$ cat src/rsos_pkg.sv
// Package of types and constants for the remote status output selector.
package rsos_pkg;

   // ----------------------------------------------------------------------
   // Sizes and reset values
   // ----------------------------------------------------------------------
   localparam int unsigned NUM_IN      = 7;
   localparam int unsigned NUM_OUT     = 4;
   localparam int unsigned ITEM_W      = 4;
   localparam logic [3:0]  ITEM_FIRST  = 4'h0;
   localparam logic [3:0]  ITEM_OUT0   = 4'h7;
   localparam logic [3:0]  ITEM_LAST   = 4'ha;
   localparam logic [2:0]  IN_SEL_LAST = 3'h6;
   localparam logic [4:0]  COND_LAST   = 5'h11;

   // ----------------------------------------------------------------------
   // Selectable output conditions, in the order the setup steps through them
   // ----------------------------------------------------------------------
   typedef enum logic [4:0] {
      RSOS_C_OFF, RSOS_C_ON, RSOS_C_BYPASS, RSOS_C_LIVE, RSOS_C_WFS, RSOS_C_FULL,
      RSOS_C_SAFE, RSOS_C_WAIT_EXIT, RSOS_C_RAMP, RSOS_C_CATCHUP_MODE, RSOS_C_CATCHUP,
      RSOS_C_MUTE, RSOS_C_DUMP, RSOS_C_UNLOCK, RSOS_C_BREAK, RSOS_C_READY,
      RSOS_C_ERROR, RSOS_C_ALL_OK
   } rsos_cond_e;

   // Remote input functions, in the order the setup steps through them.
   typedef enum logic [2:0] {
      RSOS_I_NONE, RSOS_I_DUMP, RSOS_I_SNEEZE, RSOS_I_MUTE, RSOS_I_BYPASS,
      RSOS_I_WFS, RSOS_I_RAMP
   } rsos_in_e;

   // State reported by the delay engine.
   typedef struct packed {
      logic bypassed;
      logic at_zero;
      logic wfs_active;
      logic at_full;
      logic above_safe;
      logic wait_exit_active;
      logic ramp_active;
      logic catchup_mode;
      logic at_max;
      logic mute_active;
      logic sneeze_active;
      logic dump_active;
      logic digital_selected;
      logic digital_valid;
      logic break_active;
      logic run_time;
      logic error_logged;
   } rsos_status_s;

   // One-cycle button presses, from the front panel or emulated by remote inputs.
   typedef struct packed {
      logic configure;
      logic bypass;
      logic wait_exit;
      logic ramp;
      logic dump;
      logic wfs;
   } rsos_btn_s;

   // Held functions emulated by remote inputs.
   typedef struct packed {
      logic mute;
      logic sneeze;
   } rsos_hold_s;

endpackage

$ cat src/rsos_top.sv
// Remote status outputs, remote button inputs and their setup for the delay unit.
// How it works
// - Unassigned output stays high impedance, default off
// - Safe output closes while delay exceeds safe
// - Ramp output closes only while ramping to zero
// - Catch-up mode output closes growing or at max
// - Catch-up outputs off during sneeze or mute
// - Active catch-up output closes only while growing
// - Mute output closes while mute operated
// - Dump output closes while dump operated
// - Unlock closes when digital input lacks signal
// - Break output closes during station break insert
// - Ready closes in run-time accepting commands
// - Error output closes while error log nonempty
// - All-OK closes when log empty and ready
// - Remote dump input acts as panel dump
// - Dump lamp and safe output change together
// - Setup: wait steps item, ramp cycles value
// - Setup only from bypass, bypass exits setup
// - Wait-for-safe builds delay fast until safe
`timescale 1ns/1ps

module rsos_top
   import rsos_pkg::*;
#(
   parameter int unsigned N_IN  = rsos_pkg::NUM_IN,
   parameter int unsigned N_OUT = rsos_pkg::NUM_OUT
)
(
   // Clock and reset.
   input  wire logic                 clk,
   input  wire logic                 resetn,
   // Delay engine state and panel presses.
   input  wire rsos_pkg::rsos_status_s status,
   input  wire rsos_pkg::rsos_btn_s    panel_btn,
   // Remote contact inputs, high while the contact is closed.
   input  wire logic [N_IN-1:0]      remote_in,
   // Open-collector outputs: data is always low, enable low pulls to ground.
   output logic [N_OUT-1:0]          oc_out_r,
   output logic [N_OUT-1:0]          oc_oe_n_r,
   // Presses and holds sent to the delay engine.
   output rsos_pkg::rsos_btn_s       engine_btn_r,
   output rsos_pkg::rsos_hold_s      engine_hold_r,
   output logic                      fast_build_r,
   // Front panel lamps and setup state.
   output logic                      dump_lamp_r,
   output logic                      bypass_lamp_r,
   output logic                      cfg_mode_r,
   output logic [ITEM_W-1:0]         cfg_item_r
);
   import rsos_pkg::*;

   // ----------------------------------------------------------------------
   // Condition decode
   // ----------------------------------------------------------------------

   // Whether the selected condition currently holds.
   function automatic logic cond_true(input rsos_cond_e sel, input rsos_status_s s);
      logic quiet;
      logic ready;
      quiet = s.mute_active | s.sneeze_active;
      ready = s.run_time;
      unique case (sel)
         RSOS_C_OFF:          cond_true = 1'b0;
         RSOS_C_ON:           cond_true = 1'b1;
         RSOS_C_BYPASS:       cond_true = s.bypassed;
         RSOS_C_LIVE:         cond_true = !s.bypassed && s.at_zero;
         RSOS_C_WFS:          cond_true = s.wfs_active;
         RSOS_C_FULL:         cond_true = s.at_full;
         RSOS_C_SAFE:         cond_true = s.above_safe;
         RSOS_C_WAIT_EXIT:    cond_true = s.wait_exit_active;
         RSOS_C_RAMP:         cond_true = s.ramp_active;
         RSOS_C_CATCHUP_MODE: cond_true = s.catchup_mode && !quiet;
         RSOS_C_CATCHUP:      cond_true = s.catchup_mode && !s.at_max && !quiet;
         RSOS_C_MUTE:         cond_true = s.mute_active;
         RSOS_C_DUMP:         cond_true = s.dump_active;
         RSOS_C_UNLOCK:       cond_true = s.digital_selected && !s.digital_valid;
         RSOS_C_BREAK:        cond_true = s.break_active;
         RSOS_C_READY:        cond_true = ready;
         RSOS_C_ERROR:        cond_true = s.error_logged;
         RSOS_C_ALL_OK:       cond_true = ready && !s.error_logged;
         default:             cond_true = 1'b0;
      endcase
   endfunction

   // ----------------------------------------------------------------------
   // Setup storage
   // ----------------------------------------------------------------------

   // Assignments live in flops; a real unit would mirror them to non-volatile memory.
   rsos_in_e          in_sel_r  [N_IN];
   rsos_cond_e        out_sel_r [N_OUT];
   logic [N_IN-1:0]   remote_q_r;
   logic [N_IN-1:0]   remote_rise;
   logic              cfg_enter;
   logic              cfg_exit;
   logic              item_is_out;
   logic [ITEM_W-1:0] out_idx;
   logic [ITEM_W-1:0] item_nxt;
   rsos_btn_s         emu_btn;
   rsos_hold_s        emu_hold;

   // Setup can only be entered from bypass; a press elsewhere is ignored.
   assign cfg_enter   = !cfg_mode_r && panel_btn.configure && status.bypassed;
   assign cfg_exit    = cfg_mode_r && panel_btn.bypass;
   assign item_is_out = cfg_item_r >= ITEM_OUT0;
   assign out_idx     = cfg_item_r - ITEM_OUT0;
   assign item_nxt    = (cfg_item_r == ITEM_LAST) ? ITEM_FIRST : cfg_item_r + 4'h1;

   // Setup mode flag.
   always_ff @(posedge clk)
   begin
      if (!resetn)
         cfg_mode_r <= 1'b0;
      else if (cfg_enter)
         cfg_mode_r <= 1'b1;
      else if (cfg_exit)
         cfg_mode_r <= 1'b0;
   end

   // Wait-and-exit steps to the next item, wrapping after the last output.
   always_ff @(posedge clk)
   begin
      if (!resetn)
         cfg_item_r <= ITEM_FIRST;
      else if (cfg_enter)
         cfg_item_r <= ITEM_FIRST;
      else if (cfg_mode_r && panel_btn.wait_exit)
         cfg_item_r <= item_nxt;
   end

   // Ramp presses cycle the value of the selected item.
   always_ff @(posedge clk)
   begin
      if (!resetn)
      begin
         for (int i = 0; i < N_IN; i++)
            in_sel_r[i] <= RSOS_I_NONE;
         for (int j = 0; j < N_OUT; j++)
            out_sel_r[j] <= RSOS_C_OFF;
      end
      else if (cfg_mode_r && panel_btn.ramp && !panel_btn.wait_exit)
      begin
         for (int i = 0; i < N_IN; i++)
            if (!item_is_out && cfg_item_r == ITEM_W'(i))
               in_sel_r[i] <= (in_sel_r[i] == IN_SEL_LAST) ? RSOS_I_NONE
                                                           : rsos_in_e'(in_sel_r[i] + 3'h1);
         for (int j = 0; j < N_OUT; j++)
            if (item_is_out && out_idx == ITEM_W'(j))
               out_sel_r[j] <= (out_sel_r[j] == COND_LAST) ? RSOS_C_OFF
                                                           : rsos_cond_e'(out_sel_r[j] + 5'h01);
      end
   end

   // ----------------------------------------------------------------------
   // Remote button emulation
   // ----------------------------------------------------------------------

   // Inputs arrive synchronous; presses act on the closing edge only.
   always_ff @(posedge clk)
   begin
      if (!resetn)
         remote_q_r <= '0;
      else
         remote_q_r <= remote_in;
   end
   assign remote_rise = remote_in & ~remote_q_r;

   // Map each remote input onto the button or hold it stands for.
   always_comb
   begin
      emu_btn  = '0;
      emu_hold = '0;
      for (int i = 0; i < N_IN; i++)
      begin
         unique case (in_sel_r[i])
            RSOS_I_NONE:   ;
            RSOS_I_DUMP:   emu_btn.dump   = emu_btn.dump   | remote_rise[i];
            RSOS_I_SNEEZE: emu_hold.sneeze = emu_hold.sneeze | remote_in[i];
            RSOS_I_MUTE:   emu_hold.mute  = emu_hold.mute  | remote_in[i];
            RSOS_I_BYPASS: emu_btn.bypass = emu_btn.bypass | remote_rise[i];
            RSOS_I_WFS:    emu_btn.wfs    = emu_btn.wfs    | remote_rise[i];
            RSOS_I_RAMP:   emu_btn.ramp   = emu_btn.ramp   | remote_rise[i];
            default:       ;
         endcase
      end
   end

   // Panel and remote presses merge; in setup the panel keys are consumed locally.
   always_ff @(posedge clk)
   begin
      if (!resetn)
      begin
         engine_btn_r  <= '0;
         engine_hold_r <= '0;
      end
      else if (cfg_mode_r || cfg_enter)
      begin
         engine_btn_r  <= '0;
         engine_hold_r <= '0;
      end
      else
      begin
         engine_btn_r  <= panel_btn | emu_btn;
         engine_hold_r <= emu_hold;
      end
   end

   // Wait-for-safe asks for fast build while in-line and short of safe.
   always_ff @(posedge clk)
   begin
      if (!resetn)
         fast_build_r <= 1'b0;
      else
         fast_build_r <= status.wfs_active && !status.bypassed && !status.above_safe;
   end

   // ----------------------------------------------------------------------
   // Outputs and lamps
   // ----------------------------------------------------------------------

   // Recomputed every cycle so a mode change shows on the next edge.
   always_ff @(posedge clk)
   begin
      if (!resetn)
      begin
         oc_out_r  <= '0;
         oc_oe_n_r <= '1;
      end
      else
      begin
         oc_out_r <= '0;
         for (int j = 0; j < N_OUT; j++)
            oc_oe_n_r[j] <= !cond_true(out_sel_r[j], status);
      end
   end

   // The dump lamp uses the same flop timing as the outputs so both change together.
   always_ff @(posedge clk)
   begin
      if (!resetn)
         dump_lamp_r <= 1'b0;
      else
         dump_lamp_r <= status.above_safe;
   end

   // Bypass lamp is lit in bypass, and so throughout setup.
   always_ff @(posedge clk)
   begin
      if (!resetn)
         bypass_lamp_r <= 1'b0;
      else
         bypass_lamp_r <= status.bypassed || cfg_mode_r || cfg_enter;
   end
endmodule

$ cat config.mk
export PLATFORM = sky130hd
export DESIGN_NAME = rsos_top
export DESIGN_NICKNAME = d
export VERILOG_FILES = /design/src/rsos_pkg.sv /design/src/rsos_top.sv
export SDC_FILE = /design/constraint.sdc
export NUM_CORES = 1
export LEC_CHECK = 0
export BUFFER_PORTS_ARGS = -buffer_cell sky130_fd_sc_hd__buf_2
export CAP_MARGIN = 20
export CORE_MARGIN = 2
export CORE_UTILIZATION = 30
export DETAILED_ROUTE_END_ITERATION = 10
export PLACE_DENSITY_LB_ADDON = 0.05
export SYNTH_ARGS = -nofsm -noshare
export SYNTH_HDL_FRONTEND = slang
export SYNTH_SLANG_ARGS = --single-unit
$ cat constraint.sdc
create_clock -name clk -period 1.9 [get_ports clk]
set_input_delay 0.19 -clock clk [delete_from_list [all_inputs] [get_ports clk]]
set_output_delay 0.19 -clock clk [all_outputs]
set_load 0.01 [all_outputs]
==> metrics, run 1 <==
outcome=finished, final reports clean; ANT nets after route=0; most used flip-flop cell after synthesis=edfxtp_1; Relative slew margins=63.1%; Sink Count=68; DR pass1 iterations=8; Hold WS=113 ps; filler cell count=1,487; setup violators final=0; cell mode on critical path=ha_1; Critical Path Sink Type=register; Yosys reg bits=68; Reg2Reg Depth=7; CP required=2140 ps; multi-input logic area=0.00245 sq mm; flop-to-flop setup slack=100 ps; via count of the first global-routing pass=3,693; fin nets=642; CP endpoint=oc_oe_n_r[0]; layout cells sized above 1=20.5%; EDFF count, synth=41; CP Launch Type=register; CP Cell Sequence=ha_1 > buf_4 > and3_1 > ha_1 > a21oi_1 > o21ai_0 > o31ai_1; Clock Tree Buf Depth=2; worst skew pair latency=340 ps; Antenna Cells=0; synth unique cells=64; Power, Total=3.81 mW; clk_skew=8.90 ps; FF/Latch Area=0.00177 sq mm; Root Driver=clkbuf_16; Hold Fails Final Rpt=0; CP delay by family, top=compound AO/OA/AOI/OAI gates; Synth async-reset ratio=0%; DIE HEIGHT=126 um; max-slew violations=0; hold crit path type=in -> reg; Final Wtd Congestion=0.823; initial core utilization=30.7%; Reg clk slew, reported paths=60 ps; CTS Hold Bufs=0; Worst path slowest cell=edfxtp_1; global-route wire length before repair=20.3 mm; vias per cell=5.05; PnR worst setup slack=104 ps; number of I/O port buffers=51; synth warn=0; grt total ovfl=0; Worst Path Arrival=2030 ps; RR Endpoint=oc_oe_n_r[0]; Final Util=37.6%; Core Region=0.0145 sq mm; max_cap viols=0; RSZ-0062 raised after global routing=no; post-synthesis sequential area ratio=39.9%; vias post-DR=3,759; Final min period=1800 ps; pin count of the biggest net entering global routing=14; die area=0.0158 sq mm; initial antenna violation count=0; CTS tree=done; Cell Rows=44; routed wire length=12.8 mm; Initial DRC Count=266; I/O Pins=56; reg2reg start=out_sel_r[0][0]; Largest stage delay, worst path=450 ps; gr usage total=16.5%; Stages on worst setup path=7; Synth-to-Final Area Change=22.4%; Post-DP HPWL=9.91 mm; Post-Synthesis Cells=472; CP max FO=5; Mean Syn Cell Area=9.42 sq um; PwrDens=700 mW/mm^2; htree depth=3; Worst Max-Slew Pin Slew=547 ps; Buffers & Inverters on Critical Path=1; f_max=557 MHz; Residual DRC=0; Leak=2.33 nW; Final Cycle Share=94.5%; CP Class=reg -> reg; Die Wd=126 um; Max IR drop VDD=0.430 mV; TritonCTS Buffers=9; Setup TNS=0 ps; worst setup path startpoint=out_sel_r[0][0]; cell area after synthesis=0.00445 sq mm; DP Worst Slack=60.9 ps; WL/cell=17.2 um
==> metal layers <==
| metal | vias up | GRT usage, % | wire length [um] |
|---|---|---|---|
| li1 | 1855 | - | - |
| met1 | 1801 | 25.0 | 6600 |
| met2 | 91 | 23.2 | 5340 |
| met3 | 12 | 2.93 | 619 |
| met4 | 0 | 6.21 | 204 |
| met5 | - | 0 | 0 |
==> cell families after synthesis <==
group,after synthesis,synth area share [%]
simple gates,169,20.3
compound gates,101,15.6
buf+inv,65,5.88
fa+ha+maj,55,15.5
xor+xnor,8,1.58
mux,5,1.21
flops,68,39.9
other cells,1,0.0844
==> final cells by class <==
type | instances | area share [%]
clock inverter | 5 | 0.966
inverter | 46 | 3.17
tap | 184 | 4.23
timing repair buffer | 88 | 9.79
sequential | 68 | 32.6
multi-input combinational | 342 | 45.0
clock buffer | 11 | 4.28
==> flip-flops by register name, indices dropped and copies added (netlist names) <==
register and flops:
in_sel_r 21, cfg_mode_r 1, oc_oe_n_r 4, engine_btn_r 6, bypass_lamp_r 1, dump_lamp_r 1, remote_q_r 7, cfg_item_r 4
out_sel_r 20, engine_hold_r 2, fast_build_r 1
==> layout by cell type (no fill, tap or decap), types with 3 or more instances in the layout <==
master      n
nor2_1     57
ha_1       54
buf_2      51
inv_1      46
edfxtp_1   41
buf_4      37
dfxtp_1    27
nand2_1    24
o21ai_0    23
nand3_1    18
a21oi_1    14
a31oi_1    11
and2_1      9
a22oi_1     9
clkbuf_16   9
nand2b_1    8
nor2b_1     8
and3_1      7
a211o_1     7
nor4bb_1    7
a211oi_1    6
nand3b_1    5
xnor2_1     4
xor2_1      4
nor3_1      4
conb_1      4
o31ai_1     3
nor4b_1     3
nor4_1      3
mux2_2      3
a222oi_1    3
==> power breakdown <==
| group | total [mW] | switching, mW | internal, mW | leakage [nW] |
|---|---|---|---|---|
| Clock | 1.69 | 0.675 | 1.01 | 0.141 |
| Combinational | 0.443 | 0.254 | 0.189 | 1.54 |
| Sequential | 1.68 | 0.0529 | 1.63 | 0.646 |
| Total | 3.81 | 0.982 | 2.83 | 2.33 |
==> through the flow <==
stage | std cells | area [sq um]
floorplan | 475 | 4460
global placement | 723 | 5090
detailed placement | 723 | 5090
CTS | 739 | 5380
global route | 744 | 5440
finish | 744 | 5440
==> Yosys cell counts, types with 2 or more instances <==
cell        n  share of area, %
a2111oi_0   2              0.39
a211o_1     7               1.4
a211oi_1    6               1.0
a21oi_1    14               1.6
a221oi_1    3              0.59
a222oi_1    3              0.68
a22oi_1     9               1.5
a311oi_1    2              0.39
a31oi_1    11               1.5
and2_1      9               1.3
and3_1      7              0.99
buf_2       2              0.23
buf_4       4              0.68
clkbuf_1   12               1.0
dfxtp_1    27                12
edfxtp_1   41                28
ha_1       55                15
inv_1      46               3.9
mux2_2      3              0.76
mux2i_1     2              0.45
nand2_1    24               2.0
nand2b_1    8               1.1
nand3_1    18               2.0
nand3b_1    5              0.84
nand4b_1    2              0.39
nor2_1     57               4.8
nor2b_1     8               1.1
nor3_1      4              0.45
nor3b_1     2              0.34
nor4_1      3              0.42
nor4b_1     3              0.59
nor4bb_1    7               1.6
o21a_1      2              0.34
o21ai_0    23               2.6
o22ai_1     2              0.28
o31ai_1     4              0.68
or3_1       2              0.28
xnor2_1     4              0.79
xor2_1      4              0.79
==> worst min-delay path by stage <==
stage,startpoint,to,depth (start not counted)
final,remote_in[1],remote_q_r[1],2
after global routing,remote_in[1],remote_q_r[1],2
after CTS,remote_in[1],remote_q_r[1],2
after detailed placement,remote_in[0],remote_q_r[0],2
after global placement,remote_in[1],remote_q_r[1],2
after floorplan,status[12],fast_build_r,1
==> what timing repair did <==
action | in CTS | in global routing
setup endpoints to repair | 0 | 3
resized for setup | 0 | 7
buffers inserted | 0 | 5
==> worst register-to-register path: stages (launching register included) <==
cell and delay [ps]:
edfxtp_1 450, ha_1 250, buf_4 150, and3_1 180, ha_1 170, a21oi_1 110
o21ai_0 110, o31ai_1 270
(Power assumes the default switching activity.)
==> inputs of run 2 (changes only) <==
--- a/config.mk
+++ b/config.mk
@@ -5,11 +5,11 @@
 export SDC_FILE = /design/constraint.sdc
 export NUM_CORES = 1
 export LEC_CHECK = 0
-export BUFFER_PORTS_ARGS = -buffer_cell sky130_fd_sc_hd__buf_2
 export CAP_MARGIN = 20
 export CORE_MARGIN = 2
 export CORE_UTILIZATION = 30
 export DETAILED_ROUTE_END_ITERATION = 10
+export DONT_BUFFER_PORTS = 1
 export PLACE_DENSITY_LB_ADDON = 0.05
 export SYNTH_ARGS = -nofsm -noshare
 export SYNTH_HDL_FRONTEND = slang
==> run 2 against run 1 <==
  * Clock skew decreased by 1.9 ps
  * Flip-flop and latch count is the same
  * Count of clock-buffer cells in the layout is 1 lower
  * First-iteration DRC count rose by 22%
  * Final cell count fell by 5.9%
  * Sequential share of layout area increased by 0.79 points
  * Worst setup slack gained 8.0 ps
  * Largest power group unchanged
==> metrics, run 2 (same netlist as run 1, synthesis figures left out) <==
commonest non-fill, non-tap cell in the layout=nor2_1; DIE HEIGHT=126 um (unchanged); Worst Max-Slew Pin Slew=758 ps (+212 ps); filler cell count=1,476 (-0.74%); vias post-DR=3,614 (-3.9%); RR Endpoint=oc_oe_n_r[1]; Hold WS=7.18 ps (-105 ps); Non-Filler Instances=700 (-5.9%); worst setup path startpoint=out_sel_r[1][1]; Buffers & Inverters on Critical Path=0 (-1); worst skew pair latency=340 ps (about the same); WHS Path Cells=2 (unchanged); flop-to-flop setup slack=110 ps (about the same); grt total ovfl=0 (unchanged); CP Launch Type=register; clock power share=47.2% (+2.9 points); Initial DRC Count=324 (+22%); Internal Power=2.96 mW (+4.7%); Final min period=1790 ps (-8.00 ps); max reg flops=21 (unchanged); Relative slew margins=49.3% (-14 points); placed cells=671 (-7.2%); I/O Pins=56 (unchanged); Reg clk slew, reported paths=50 ps (about the same); CP Class=reg -> reg; Root Driver=clkbuf_16; CP delay by family, top=compound AO/OA/AOI/OAI gates; Core Region=0.0145 sq mm (unchanged); Critical Path Sink Type=register; Clock Tree Buf Depth=2 (unchanged); CP required=2140 ps (about the same); CP max FO=4 (-1); global-route wire length before repair=20.6 mm (+1.2%); layout cells sized above 1=12.2% (-8.3 points); via count of the first global-routing pass=3,590 (-2.8%); reg2reg start=out_sel_r[1][1]; outcome=finished, final reports clean; number of I/O port buffers=0 (-100%); setup violators final=0 (unchanged); WL/cell=18.5 um (+7.8%); vias per cell=5.16 (+2.2%); Worst Hold End=engine_btn_r[3]; Final Cycle Share=94.1% (-0.42 points); top flop regs=in_sel_r (21), out_sel_r (20), remote_q_r (7); Final Wtd Congestion=0.797 (-3.2%); Hold Startpoint=panel_btn[3]; Seq pwr share=43.7% (-0.4 points); die area=0.0158 sq mm (unchanged); gr usage total=16.8% (+0.27 points); DR pass1 iterations=5 (-3); pin count of the biggest net entering global routing=21 (+7); Cell Rows=44 (unchanged); Hold Fails Final Rpt=0 (unchanged); Largest stage delay, worst path=420 ps (-30 ps); Max IR drop VDD=0.448 mV (+4.2%); switching power=0.910 mW (-7.4%); Die Wd=126 um (unchanged); RSZ-0062 raised after global routing=yes; Post-DP HPWL=9.65 mm (-2.7%); PwrDens=728 mW/mm^2 (+4.1%); clk_skew=7.00 ps (-1.90 ps); htree depth=3 (unchanged); Reg2Reg Depth=6 (-1); hold crit path type=in -> reg; initial core utilization=30.7% (unchanged); Antenna Cells=0 (unchanged); max-slew violations=0 (unchanged); Worst Path Arrival=2030 ps (about the same); fin nets=598 (-6.9%); Gate power share=9.1% (-2.5 points); max_cap viols=0 (unchanged); Residual DRC=0 (unchanged); TritonCTS Buffers=9 (unchanged); Leak=2.16 nW (-7.3%); routed wire length=12.9 mm (+1.4%); most frequent cells in the layout=nor2_1, ha_1, inv_1; Net Sw Frac=23.5% (-2.3 points); CP Cell Sequence=ha_1 > and3_1 > ha_1 > o21bai_1 > a211o_1 > o31ai_1; cell mode on critical path=ha_1; f_max=559 MHz (+0.45%); Largest Register=in_sel_r; initial antenna violation count=0 (unchanged); CTS tree=done; Synth-to-Final Area Change=19.5%; ANT nets after route=0 (unchanged); Sink Count=68 (unchanged); Worst path slowest cell=edfxtp_1
[run 2: how the worst max path moves through the flow]
stage / slack (ps) / cells after the start / endpoint
4_1_cts: 30 / 6 / oc_oe_n_r[0]
5_1_grt: -7 / 6 / oc_oe_n_r[0]
2_1_floorplan: 150 / 6 / oc_oe_n_r[1]
6_report: 110 / 6 / oc_oe_n_r[1]
3_5_place_dp: -2 / 5 / out_sel_r[0][3]
3_3_place_gp: 30 / 5 / out_sel_r[0][3]
[run 2: cell type report]
cell class	count	area [sq um]	share of cell area, %
multi-input cells	342	2460	46.3
clock inverters	6	77.6	1.46
clock buffers	10	239	4.50
repair buffers	44	360	6.78
flip-flops and latches	68	1770	33.3
well taps	184	230	4.33
inverters	46	173	3.25
[run 2: repair_timing]
action,4_1_cts,5_1_grt
hold endpoints to repair,16,0
hold buffers,12,0
pin swaps,0,0
endpoints found under the setup margin,1,3
gates cloned,0,0
gates resized for setup,1,9
setup buffers,0,1
[run 2: routing by layer]
layer | vias to the layer above | GRT usage, % | routed length, um
li1 | 1764 | - | -
met5 | - | 0 | 0
met1 | 1748 | 25.0 | 6630
met3 | 14 | 3.06 | 628
met4 | 0 | 6.21 | 227
met2 | 88 | 24.1 | 5460
[run 2: worst reg2reg max path, cell delays in order, from the launching register on]
cell	delay (ps)
edfxtp_1	420
ha_1	220
and3_1	190
ha_1	170
o21bai_1	150
a211o_1	280
o31ai_1	250
[run 2: power by group through the flow]
stage          registers [mW]  clock network (mW)  logic (mW)
2_1_floorplan            1.70                   0       0.234
3_3_place_gp             1.72                   0       0.316
3_5_place_dp             1.72                   0       0.316
4_1_cts                  1.69                1.88       0.347
5_1_grt                  1.70                1.94       0.394
6_report                 1.69                1.83       0.351
[run 2: per-stage QoR]
step | setup TNS [ps] | total power, mW | utilization (%) | worst slack [ps] | instance area (sq um)
floorplan | 0 | 1.94 | - | 155 | 4460
global placement | 0 | 2.04 | 33.4 | 27.4 | 4830
detailed placement | -4.12 | 2.04 | 33.4 | -2.16 | 4830
CTS | 0 | 3.92 | 36.4 | 34.3 | 5270
global route | -7.07 | 4.04 | 36.7 | -7.07 | 5310
finish | 0 | 3.87 | 36.7 | 112 | 5310
